File: src/core/timer_pkg.sv
package timer_pkg;

   // register addresses on the cpu data port
   localparam logic [15:0] ADDR_CYCLE = 16'hff0e;
   localparam logic [15:0] ADDR_DUTY  = 16'hff0f;
   localparam logic [15:0] ADDR_MODE  = 16'hff70;
   localparam logic [15:0] ADDR_LAT   = 16'hff04;
   localparam logic [15:0] ADDR_DIR   = 16'hff24;

   // reset values
   localparam logic [7:0] CMP_RESET  = 8'h00;
   localparam logic [7:0] MODE_RESET = 8'h00;
   localparam logic [7:0] DIR_RESET  = 8'hff;
   localparam logic [7:0] LAT_RESET  = 8'h00;

   // mode register fields
   localparam int RUN_BIT   = 7;
   localparam int CKS_MSB   = 6;
   localparam int CKS_LSB   = 4;
   localparam int OPM_MSB   = 3;
   localparam int OPM_LSB   = 2;
   localparam int LEVEL_BIT = 1;
   localparam int GATE_BIT  = 0;

   // count clock select codes
   localparam logic [2:0] CKS_DIV1    = 3'h0;
   localparam logic [2:0] CKS_DIV4    = 3'h1;
   localparam logic [2:0] CKS_DIV16   = 3'h2;
   localparam logic [2:0] CKS_DIV64   = 3'h3;
   localparam logic [2:0] CKS_DIV4096 = 3'h4;
   localparam logic [2:0] CKS_RL128   = 3'h5;

   // prescaler widths: log2 of the divide ratios
   localparam int PRESCALE_BITS = 12;
   localparam int RL_DIV_BITS   = 7;
   localparam int SHIFT_DIV4    = 2;
   localparam int SHIFT_DIV16   = 4;
   localparam int SHIFT_DIV64   = 6;
   localparam int SHIFT_DIV4096 = 12;

   // operation modes
   localparam logic [1:0] OPM_INTERVAL = 2'h0;
   localparam logic [1:0] OPM_PWM      = 2'h2;

   // count clocks a new duty value must age before it may transfer
   localparam logic [1:0] DUTY_XFER_TICKS = 2'h3;

   // port 4
   localparam int PORT_WIDTH = 6;
   localparam int TIMER_PIN  = 2;

   typedef enum logic [1:0] {
      run_stopped,
      run_masked,
      run_counting
   } run_state_e;

endpackage

File: src/core/count_clock_div.sv
`timescale 1ns/1ns

module count_clock_div
   import timer_pkg::*;
(
   input  wire logic       clk,
   input  wire logic       rst_b,
   input  wire logic       enable,
   input  wire logic [2:0] clock_select,
   input  wire logic       rl_tick,
   output logic            count_tick
);

   logic [PRESCALE_BITS-1:0] pre_reg;
   logic [PRESCALE_BITS-1:0] pre_next;
   logic [RL_DIV_BITS-1:0]   rl_reg;
   logic [RL_DIV_BITS-1:0]   rl_next;
   logic                     tick_reg;
   logic                     tick_next;

   // true on the last cycle of each 2**n period of the prescaler
   function automatic logic low_ones(input logic [PRESCALE_BITS-1:0] v, input int n);
      logic [PRESCALE_BITS-1:0] mask;
      mask = PRESCALE_BITS'((1 << n) - 1);
      return (v & mask) == mask;
   endfunction

   always_comb begin
      // held clear while stopped so the first tick comes one full period after start
      pre_next  = enable ? pre_reg + 1'b1 : '0;
      rl_next   = rl_reg;
      if (!enable) begin
         rl_next = '0;
      end else if (rl_tick) begin
         rl_next = rl_reg + 1'b1;
      end
      tick_next = 1'b0;
      unique case (clock_select)
         CKS_DIV1:    tick_next = 1'b1;
         CKS_DIV4:    tick_next = low_ones(pre_reg, SHIFT_DIV4);
         CKS_DIV16:   tick_next = low_ones(pre_reg, SHIFT_DIV16);
         CKS_DIV64:   tick_next = low_ones(pre_reg, SHIFT_DIV64);
         CKS_DIV4096: tick_next = low_ones(pre_reg, SHIFT_DIV4096);
         CKS_RL128:   tick_next = rl_tick && (&rl_reg);
         default:     tick_next = 1'b0;
      endcase
      tick_next = tick_next && enable;
   end

   always_ff @(posedge clk or negedge rst_b) begin
      if (!rst_b) begin
         pre_reg  <= '0;
         rl_reg   <= '0;
         tick_reg <= 1'b0;
      end else begin
         pre_reg  <= pre_next;
         rl_reg   <= rl_next;
         tick_reg <= tick_next;
      end
   end

   assign count_tick = tick_reg;

endmodule

File: src/core/interval_pwm_timer_8bit.sv
`timescale 1ns/1ns

module interval_pwm_timer_8bit
   import timer_pkg::*;
(
   input  wire logic                  clk,
   input  wire logic                  rst_b,
   input  wire logic [15:0]           bus_addr,
   input  wire logic                  bus_wr,
   input  wire logic [7:0]            bus_wdata,
   input  wire logic                  bus_rd,
   input  wire logic                  rl_tick,
   output logic      [7:0]            bus_rdata,
   output logic                       match_interrupt,
   output logic                       timer_output_pin,
   output logic      [PORT_WIDTH-1:0] port_four_out,
   output logic      [PORT_WIDTH-1:0] port_four_oe
);

   // software registers
   logic [7:0]            cycle_compare_reg;
   logic [7:0]            cycle_compare_next;
   logic [7:0]            duty_compare_reg;
   logic [7:0]            duty_compare_next;
   logic [7:0]            timer_mode_control_reg;
   logic [7:0]            timer_mode_control_next;
   logic [7:0]            port_four_direction_reg;
   logic [7:0]            port_four_direction_next;
   logic [7:0]            port_four_latch_reg;
   logic [7:0]            port_four_latch_next;
   logic [7:0]            rdata_reg;
   logic [7:0]            rdata_next;

   // timer state
   run_state_e            state_reg;
   run_state_e            state_next;
   logic [7:0]            counter_reg;
   logic [7:0]            counter_next;
   logic [7:0]            active_duty_reg;
   logic [7:0]            active_duty_next;
   logic                  duty_pending_reg;
   logic                  duty_pending_next;
   logic [1:0]            duty_age_reg;
   logic [1:0]            duty_age_next;
   logic                  compare_duty_reg;
   logic                  compare_duty_next;
   logic                  out_active_reg;
   logic                  out_active_next;
   logic                  irq_reg;
   logic                  irq_next;
   logic                  pin_reg;
   logic                  pin_next;
   logic [PORT_WIDTH-1:0] port_out_reg;
   logic [PORT_WIDTH-1:0] port_out_next;
   logic [PORT_WIDTH-1:0] port_oe_reg;
   logic [PORT_WIDTH-1:0] port_oe_next;

   logic                  count_tick;
   logic                  run;
   logic                  pwm_mode;
   logic                  write_duty;
   logic                  cycle_match;
   logic                  duty_match;

   assign run        = timer_mode_control_reg[RUN_BIT];
   assign pwm_mode   = timer_mode_control_reg[OPM_MSB];
   assign write_duty = bus_wr && (bus_addr == ADDR_DUTY);

   count_clock_div u_div (
      .clk          (clk),
      .rst_b        (rst_b),
      .enable       (run),
      .clock_select (timer_mode_control_reg[CKS_MSB:CKS_LSB]),
      .rl_tick      (rl_tick),
      .count_tick   (count_tick)
   );

   // register file: writes and registered read data
   always_comb begin
      cycle_compare_next       = cycle_compare_reg;
      duty_compare_next        = duty_compare_reg;
      timer_mode_control_next  = timer_mode_control_reg;
      port_four_direction_next = port_four_direction_reg;
      port_four_latch_next     = port_four_latch_reg;
      rdata_next               = rdata_reg;
      if (bus_wr) begin
         unique case (bus_addr)
            ADDR_CYCLE: cycle_compare_next       = bus_wdata;
            ADDR_DUTY:  duty_compare_next        = bus_wdata;
            ADDR_MODE:  timer_mode_control_next  = bus_wdata;
            ADDR_DIR:   port_four_direction_next = bus_wdata;
            ADDR_LAT:   port_four_latch_next     = bus_wdata;
            default:    ;
         endcase
      end
      if (bus_rd) begin
         unique case (bus_addr)
            ADDR_CYCLE: rdata_next = cycle_compare_reg;
            ADDR_DUTY:  rdata_next = duty_compare_reg;
            ADDR_MODE:  rdata_next = timer_mode_control_reg;
            ADDR_DIR:   rdata_next = port_four_direction_reg;
            ADDR_LAT:   rdata_next = port_four_latch_reg;
            default:    rdata_next = 8'h00;
         endcase
      end
   end

   always_ff @(posedge clk or negedge rst_b) begin
      if (!rst_b) begin
         cycle_compare_reg       <= CMP_RESET;
         duty_compare_reg        <= CMP_RESET;
         timer_mode_control_reg  <= MODE_RESET;
         port_four_direction_reg <= DIR_RESET;
         port_four_latch_reg     <= LAT_RESET;
         rdata_reg               <= 8'h00;
      end else begin
         cycle_compare_reg       <= cycle_compare_next;
         duty_compare_reg        <= duty_compare_next;
         timer_mode_control_reg  <= timer_mode_control_next;
         port_four_direction_reg <= port_four_direction_next;
         port_four_latch_reg     <= port_four_latch_next;
         rdata_reg               <= rdata_next;
      end
   end

   // interval mode never looks at the duty side
   assign cycle_match = (counter_reg == cycle_compare_reg) && !(pwm_mode && compare_duty_reg);
   assign duty_match  = pwm_mode && compare_duty_reg && (counter_reg == active_duty_reg);

   // counter, compare selection, duty shadow and output state
   always_comb begin
      state_next        = state_reg;
      counter_next      = counter_reg;
      active_duty_next  = active_duty_reg;
      duty_pending_next = duty_pending_reg;
      duty_age_next     = duty_age_reg;
      compare_duty_next = compare_duty_reg;
      out_active_next   = out_active_reg;
      irq_next          = 1'b0;

      // stopped writes load straight through, so a restart runs on the new value from its first period
      if (write_duty) begin
         if (state_reg == run_stopped) begin
            active_duty_next  = bus_wdata;
            duty_pending_next = 1'b0;
         end else begin
            duty_pending_next = 1'b1;
            duty_age_next     = 2'h0;
         end
      end else if (count_tick && duty_pending_reg && duty_age_reg != DUTY_XFER_TICKS) begin
         duty_age_next = duty_age_reg + 2'h1;
      end

      if (!run) begin
         state_next        = run_stopped;
         counter_next      = 8'h00;
         compare_duty_next = 1'b0;
         out_active_next   = 1'b0;
      end else begin
         unique case (state_reg)
            run_stopped: begin
               // pwm burns its first count clock, interval counts at once
               state_next = pwm_mode ? run_masked : run_counting;
            end
            run_masked: begin
               if (count_tick) begin
                  state_next = run_counting;
               end
            end
            run_counting: begin
               if (count_tick) begin
                  if (cycle_match) begin
                     counter_next = 8'h00;
                     irq_next     = 1'b1;
                     if (pwm_mode) begin
                        out_active_next   = 1'b1;
                        compare_duty_next = 1'b1;
                     end else begin
                        out_active_next = !out_active_reg;
                     end
                  end else if (duty_match) begin
                     counter_next      = counter_reg + 8'h01;
                     out_active_next   = 1'b0;
                     compare_duty_next = 1'b0;
                     // a write landing on the match cycle wins and the transfer waits
                     if (duty_pending_reg && !write_duty &&
                         duty_age_reg == DUTY_XFER_TICKS) begin
                        active_duty_next  = duty_compare_reg;
                        duty_pending_next = 1'b0;
                     end
                  end else begin
                     counter_next = counter_reg + 8'h01;
                  end
               end
            end
         endcase
      end
   end

   always_ff @(posedge clk or negedge rst_b) begin
      if (!rst_b) begin
         state_reg        <= run_stopped;
         counter_reg      <= 8'h00;
         active_duty_reg  <= CMP_RESET;
         duty_pending_reg <= 1'b0;
         duty_age_reg     <= 2'h0;
         compare_duty_reg <= 1'b0;
         out_active_reg   <= 1'b0;
         irq_reg          <= 1'b0;
      end else begin
         state_reg        <= state_next;
         counter_reg      <= counter_next;
         active_duty_reg  <= active_duty_next;
         duty_pending_reg <= duty_pending_next;
         duty_age_reg     <= duty_age_next;
         compare_duty_reg <= compare_duty_next;
         out_active_reg   <= out_active_next;
         irq_reg          <= irq_next;
      end
   end

   // pins: timer pin computed from next state so it moves on the same edge as the counter; other port bits come from the current latch register
   always_comb begin
      pin_next = timer_mode_control_reg[LEVEL_BIT];
      if (timer_mode_control_reg[GATE_BIT]) begin
         pin_next = timer_mode_control_reg[LEVEL_BIT] ^ out_active_next;
      end
      port_out_next            = port_four_latch_reg[PORT_WIDTH-1:0];
      // timer shares bit 2 by or-ing, so the latch must be low to see it
      port_out_next[TIMER_PIN] = port_four_latch_reg[TIMER_PIN] | pin_next;
      port_oe_next             = ~port_four_direction_reg[PORT_WIDTH-1:0];
   end

   always_ff @(posedge clk or negedge rst_b) begin
      if (!rst_b) begin
         pin_reg      <= 1'b0;
         port_out_reg <= '0;
         port_oe_reg  <= '0;
      end else begin
         pin_reg      <= pin_next;
         port_out_reg <= port_out_next;
         port_oe_reg  <= port_oe_next;
      end
   end

   assign bus_rdata        = rdata_reg;
   assign match_interrupt  = irq_reg;
   assign timer_output_pin = pin_reg;
   assign port_four_out    = port_out_reg;
   assign port_four_oe     = port_oe_reg;
endmodule

File: config.mk
export PLATFORM = sky130hd
export DESIGN_NAME = interval_pwm_timer_8bit
export DESIGN_NICKNAME = d
export VERILOG_FILES = /design/src/core/timer_pkg.sv /design/src/core/count_clock_div.sv /design/src/core/interval_pwm_timer_8bit.sv
export SDC_FILE = /design/constraint.sdc
export NUM_CORES = 1
export LEC_CHECK = 0
export ABC_AREA = 1
export BUFFER_PORTS_ARGS = -buffer_cell sky130_fd_sc_hd__buf_2
export CAP_MARGIN = 20
export CORE_MARGIN = 5
export CORE_UTILIZATION = 50
export CTS_CLUSTER_DIAMETER = 100
export CTS_CLUSTER_SIZE = 8
export DETAILED_ROUTE_END_ITERATION = 10
export PLACE_DENSITY_LB_ADDON = 0.08
export SLEW_MARGIN = 10
export SYNTH_ARGS = -nofsm -noshare
export SYNTH_HDL_FRONTEND = slang
export SYNTH_SLANG_ARGS = --single-unit
File: constraint.sdc
create_clock -name clk -period 4.1 [get_ports clk]
set_input_delay 0.82 -clock clk [delete_from_list [all_inputs] [get_ports clk]]
set_output_delay 0.82 -clock clk [all_outputs]
set_load 0.005 [all_outputs]
==> metrics.md <==
| Metric | Value |
|---|---|
| Run status | `completed` |
| Worst EP required | `4.41 ns` |
| Number of global-route vias before repair | `4253` |
| Critical Path AT | `2.40 ns` |
| Layout cells sized above 1 | `0.185` |
| Root Driver | `clkbuf_8` |
| Clock latency on the worst-skew pair | `0.38 ns` |
| Max-slew violation count | `0` |
| Number of synthesis warnings | `0` |
| First-pass GRT wire length | `21400 um` |
| Endpoints failing setup | `0` |
| Postcts setup bufs | `0` |
| Most common cell after layout, fill and taps aside | `nand2_1` |
| CTS H-tree depth | `3` |
| Final Hold Fails | `0` |
| IO Port Bufs | `50` |
| Flop pwr share | `0.569` |
| Crit path max-delay family | `flip-flops` |
| DR WL/cell | `15.4 um` |
| Period minus WS final | `2.08 ns` |
| Clock Tree Buf Depth | `2` |
| Number of synthesized flops with an enable pin | `0` |
| Worst-margin pin slew | `0.877 ns` |
| Worst-path cell chain | `clkinv_1 > nor4_1 > o21ai_0 > nand2_1` |
| DR pass1 iterations | `5` |
| Congestion Overflow GR | `0` |
| Clock Power Share | `0.390` |
| Top achievable clock speed | `0.480 GHz` |
| Hold buffer count at CTS | `0` |
| Dpl hpwl | `9610 um` |
| DRC viols | `0` |
| PostCTS Resize Cnt | `0` |
| Max-cap violations | `0` |
| RSZ-0062 raised after global routing | `no` |
| Register area | `2640 um2` |
| Sw Share | `0.231` |
| Share of synthesized flip-flops with an asynchronous set or reset | `1.00` |
| Vias after detailed routing | `4413` |
| Synthesized net count | `676` |
| Initial antenna violation count | `0` |
| Total Nets Final | `725` |
| Routability-driven placement congestion ratio | `0.908` |
| Worst Setup End Kind | `register` |
| Die height | `113 um` |
| Via/cell ratio | `5.30` |
| Initial Utilization | `0.516` |
| Core Region | `10400 um2` |
| Clock sinks | `105` |
| Total wire length | `12800 um` |
| CP Max Fanout | `26` |
| CTS tree | `built` |
| First DRT Iteration DRCs | `293` |
| Clock buffer count from CTS | `9` |
| Pint | `1.40 mW` |
| Multi-input gate area | `2290 um2` |
| Final Skew | `0.00829 ns` |
| Worst path max stage delay | `0.89 ns` |
| VDD IR max | `0.000190 V` |
| Ports | `51` |
| Switching power | `0.421 mW` |
| WHS | `0.444 ns` |
| Die area | `12900 um2` |
| Die W | `113 um` |
| Logic pwr share | `0.042` |
| Most frequent cells in the layout | `nand2_1 (185), dfrtp_1 (97), inv_1 (78)` |
| Largest net degree at the start of global routing | `69` |
| DRT antenna net count | `0` |
| Clk slew on worst S/H paths | `0.10 ns` |
| Register bit count reported by yosys | `105` |
| Worst Setup Start Kind | `register` |
| Fin crit share | `0.508` |
| Post-Syn Instances | `643` |
| Worst-path cell with the longest stage delay | `dfrtp_1` |
| WP buf/inv | `1` |
| Static Leak | `2.82 nW` |
| Slew Limit Headroom | `0.415` |
| Max reg flops | `12` |
| Filler Cells Inserted | `1006` |
| Row count | `37` |
| Most used DFF post-synth | `dfrtp_1` |
| Antenna diode count | `0` |
| Netlist cell types | `45` |
| Cell Pwr Density | `308 nW/um2` |
| Hold Path Class | `register to register` |
| Post-Syn Area | `5350 um2` |
| Seq/Total Area, Yosys | `0.493` |
| Worst setup path category | `register to register` |
| Avg Cell Area, Syn | `8.32 um2` |
| Final setup TNS | `0 ns` |
| Syn-to-layout area delta | `10.5%` |
| GRT Total Usage | `0.210` |
## worst register-to-register path: stages, from the launching register on
cell	delay [ns]
dfrtp_1	0.89
clkinv_1	0.55
nor4_1	0.40
o21ai_0	0.12
nand2_1	0.07
## cell type report
type                       count  area share
clock inverter                 6      0.0154
timing repair buffer          53      0.0465
clock buffer                  10      0.0216
multi-input combinational    437       0.387
tap                          136      0.0288
sequential                   105       0.446
inverter                      86      0.0546
## path summary, 6_finish.rpt
check	from	end	slack [ns]	cells past startpoint
worst max-delay path	timer_mode_control_reg[7]	state_reg[0]	2.02	4
worst min-delay path	port_four_latch_reg[3]	port_four_out[3]	0.44	0
worst max register to register	timer_mode_control_reg[7]	state_reg[0]	2.02	4
worst min register to register	port_four_latch_reg[3]	port_four_out[3]	0.44	0
max in group asynchronous	rst_b	port_four_direction_reg[2]	2.66	2
min in group asynchronous	rst_b	counter_reg[2]	0.55	1
## power by group through the flow
stage | Clock [mW] | Combinational [mW] | Sequential [mW]
2_1_floorplan | 0 | 0.0217 | 1.06
3_3_place_gp | 0 | 0.0765 | 1.06
3_5_place_dp | 0 | 0.0776 | 1.06
4_1_cts | 0.726 | 0.0779 | 1.04
5_1_grt | 0.766 | 0.0858 | 1.04
6_report | 0.710 | 0.0758 | 1.04
## cell usage after synthesis, drive strengths merged (8+ instances only)
master,number,area (um2)
a21oi,24,124
clkbuf,8,31.3
dfrtp,97,2430
dfstp,8,210
inv,85,319
nand2,189,729
nand3,30,198
nand4,17,143
nor2,43,193
nor4,8,101
o21ai,95,569
## kinds of logic after synthesis
kind of cell / after synthesis / synth area share
and+or+nand+nor: 301 / 0.270
adders and majority gates: 4 / 0.00935
xor gates and xnor gates: 6 / 0.00982
buffers and inverters: 101 / 0.0790
AOI/OAI and AO/OA: 126 / 0.139
DFF: 105 / 0.493
## routing by layer
metal	track usage	vias to the layer above	wire (um)	part of all wire
met2	0.331	102	6010	0.47
li1	-	2189	-	-
met1	0.294	2103	5980	0.47
met4	0.0497	0	194	0.015
met3	0.0504	19	627	0.049
met5	0	-	0	0
## through the flow
step           utilization  setup slack [ns]  power (mW)  cell area [um2]  std cells
2_1_floorplan            -              2.08        1.08             5350        643
3_3_place_gp         0.549              1.66        1.13             5690        816
3_5_place_dp         0.549              1.64        1.13             5690        816
4_1_cts              0.570              2.02        1.84             5910        832
5_1_grt              0.571              1.79        1.89             5920        833
6_report             0.571              2.02        1.82             5920        833
No activity file was read; power rests on OpenSTA's default activity.
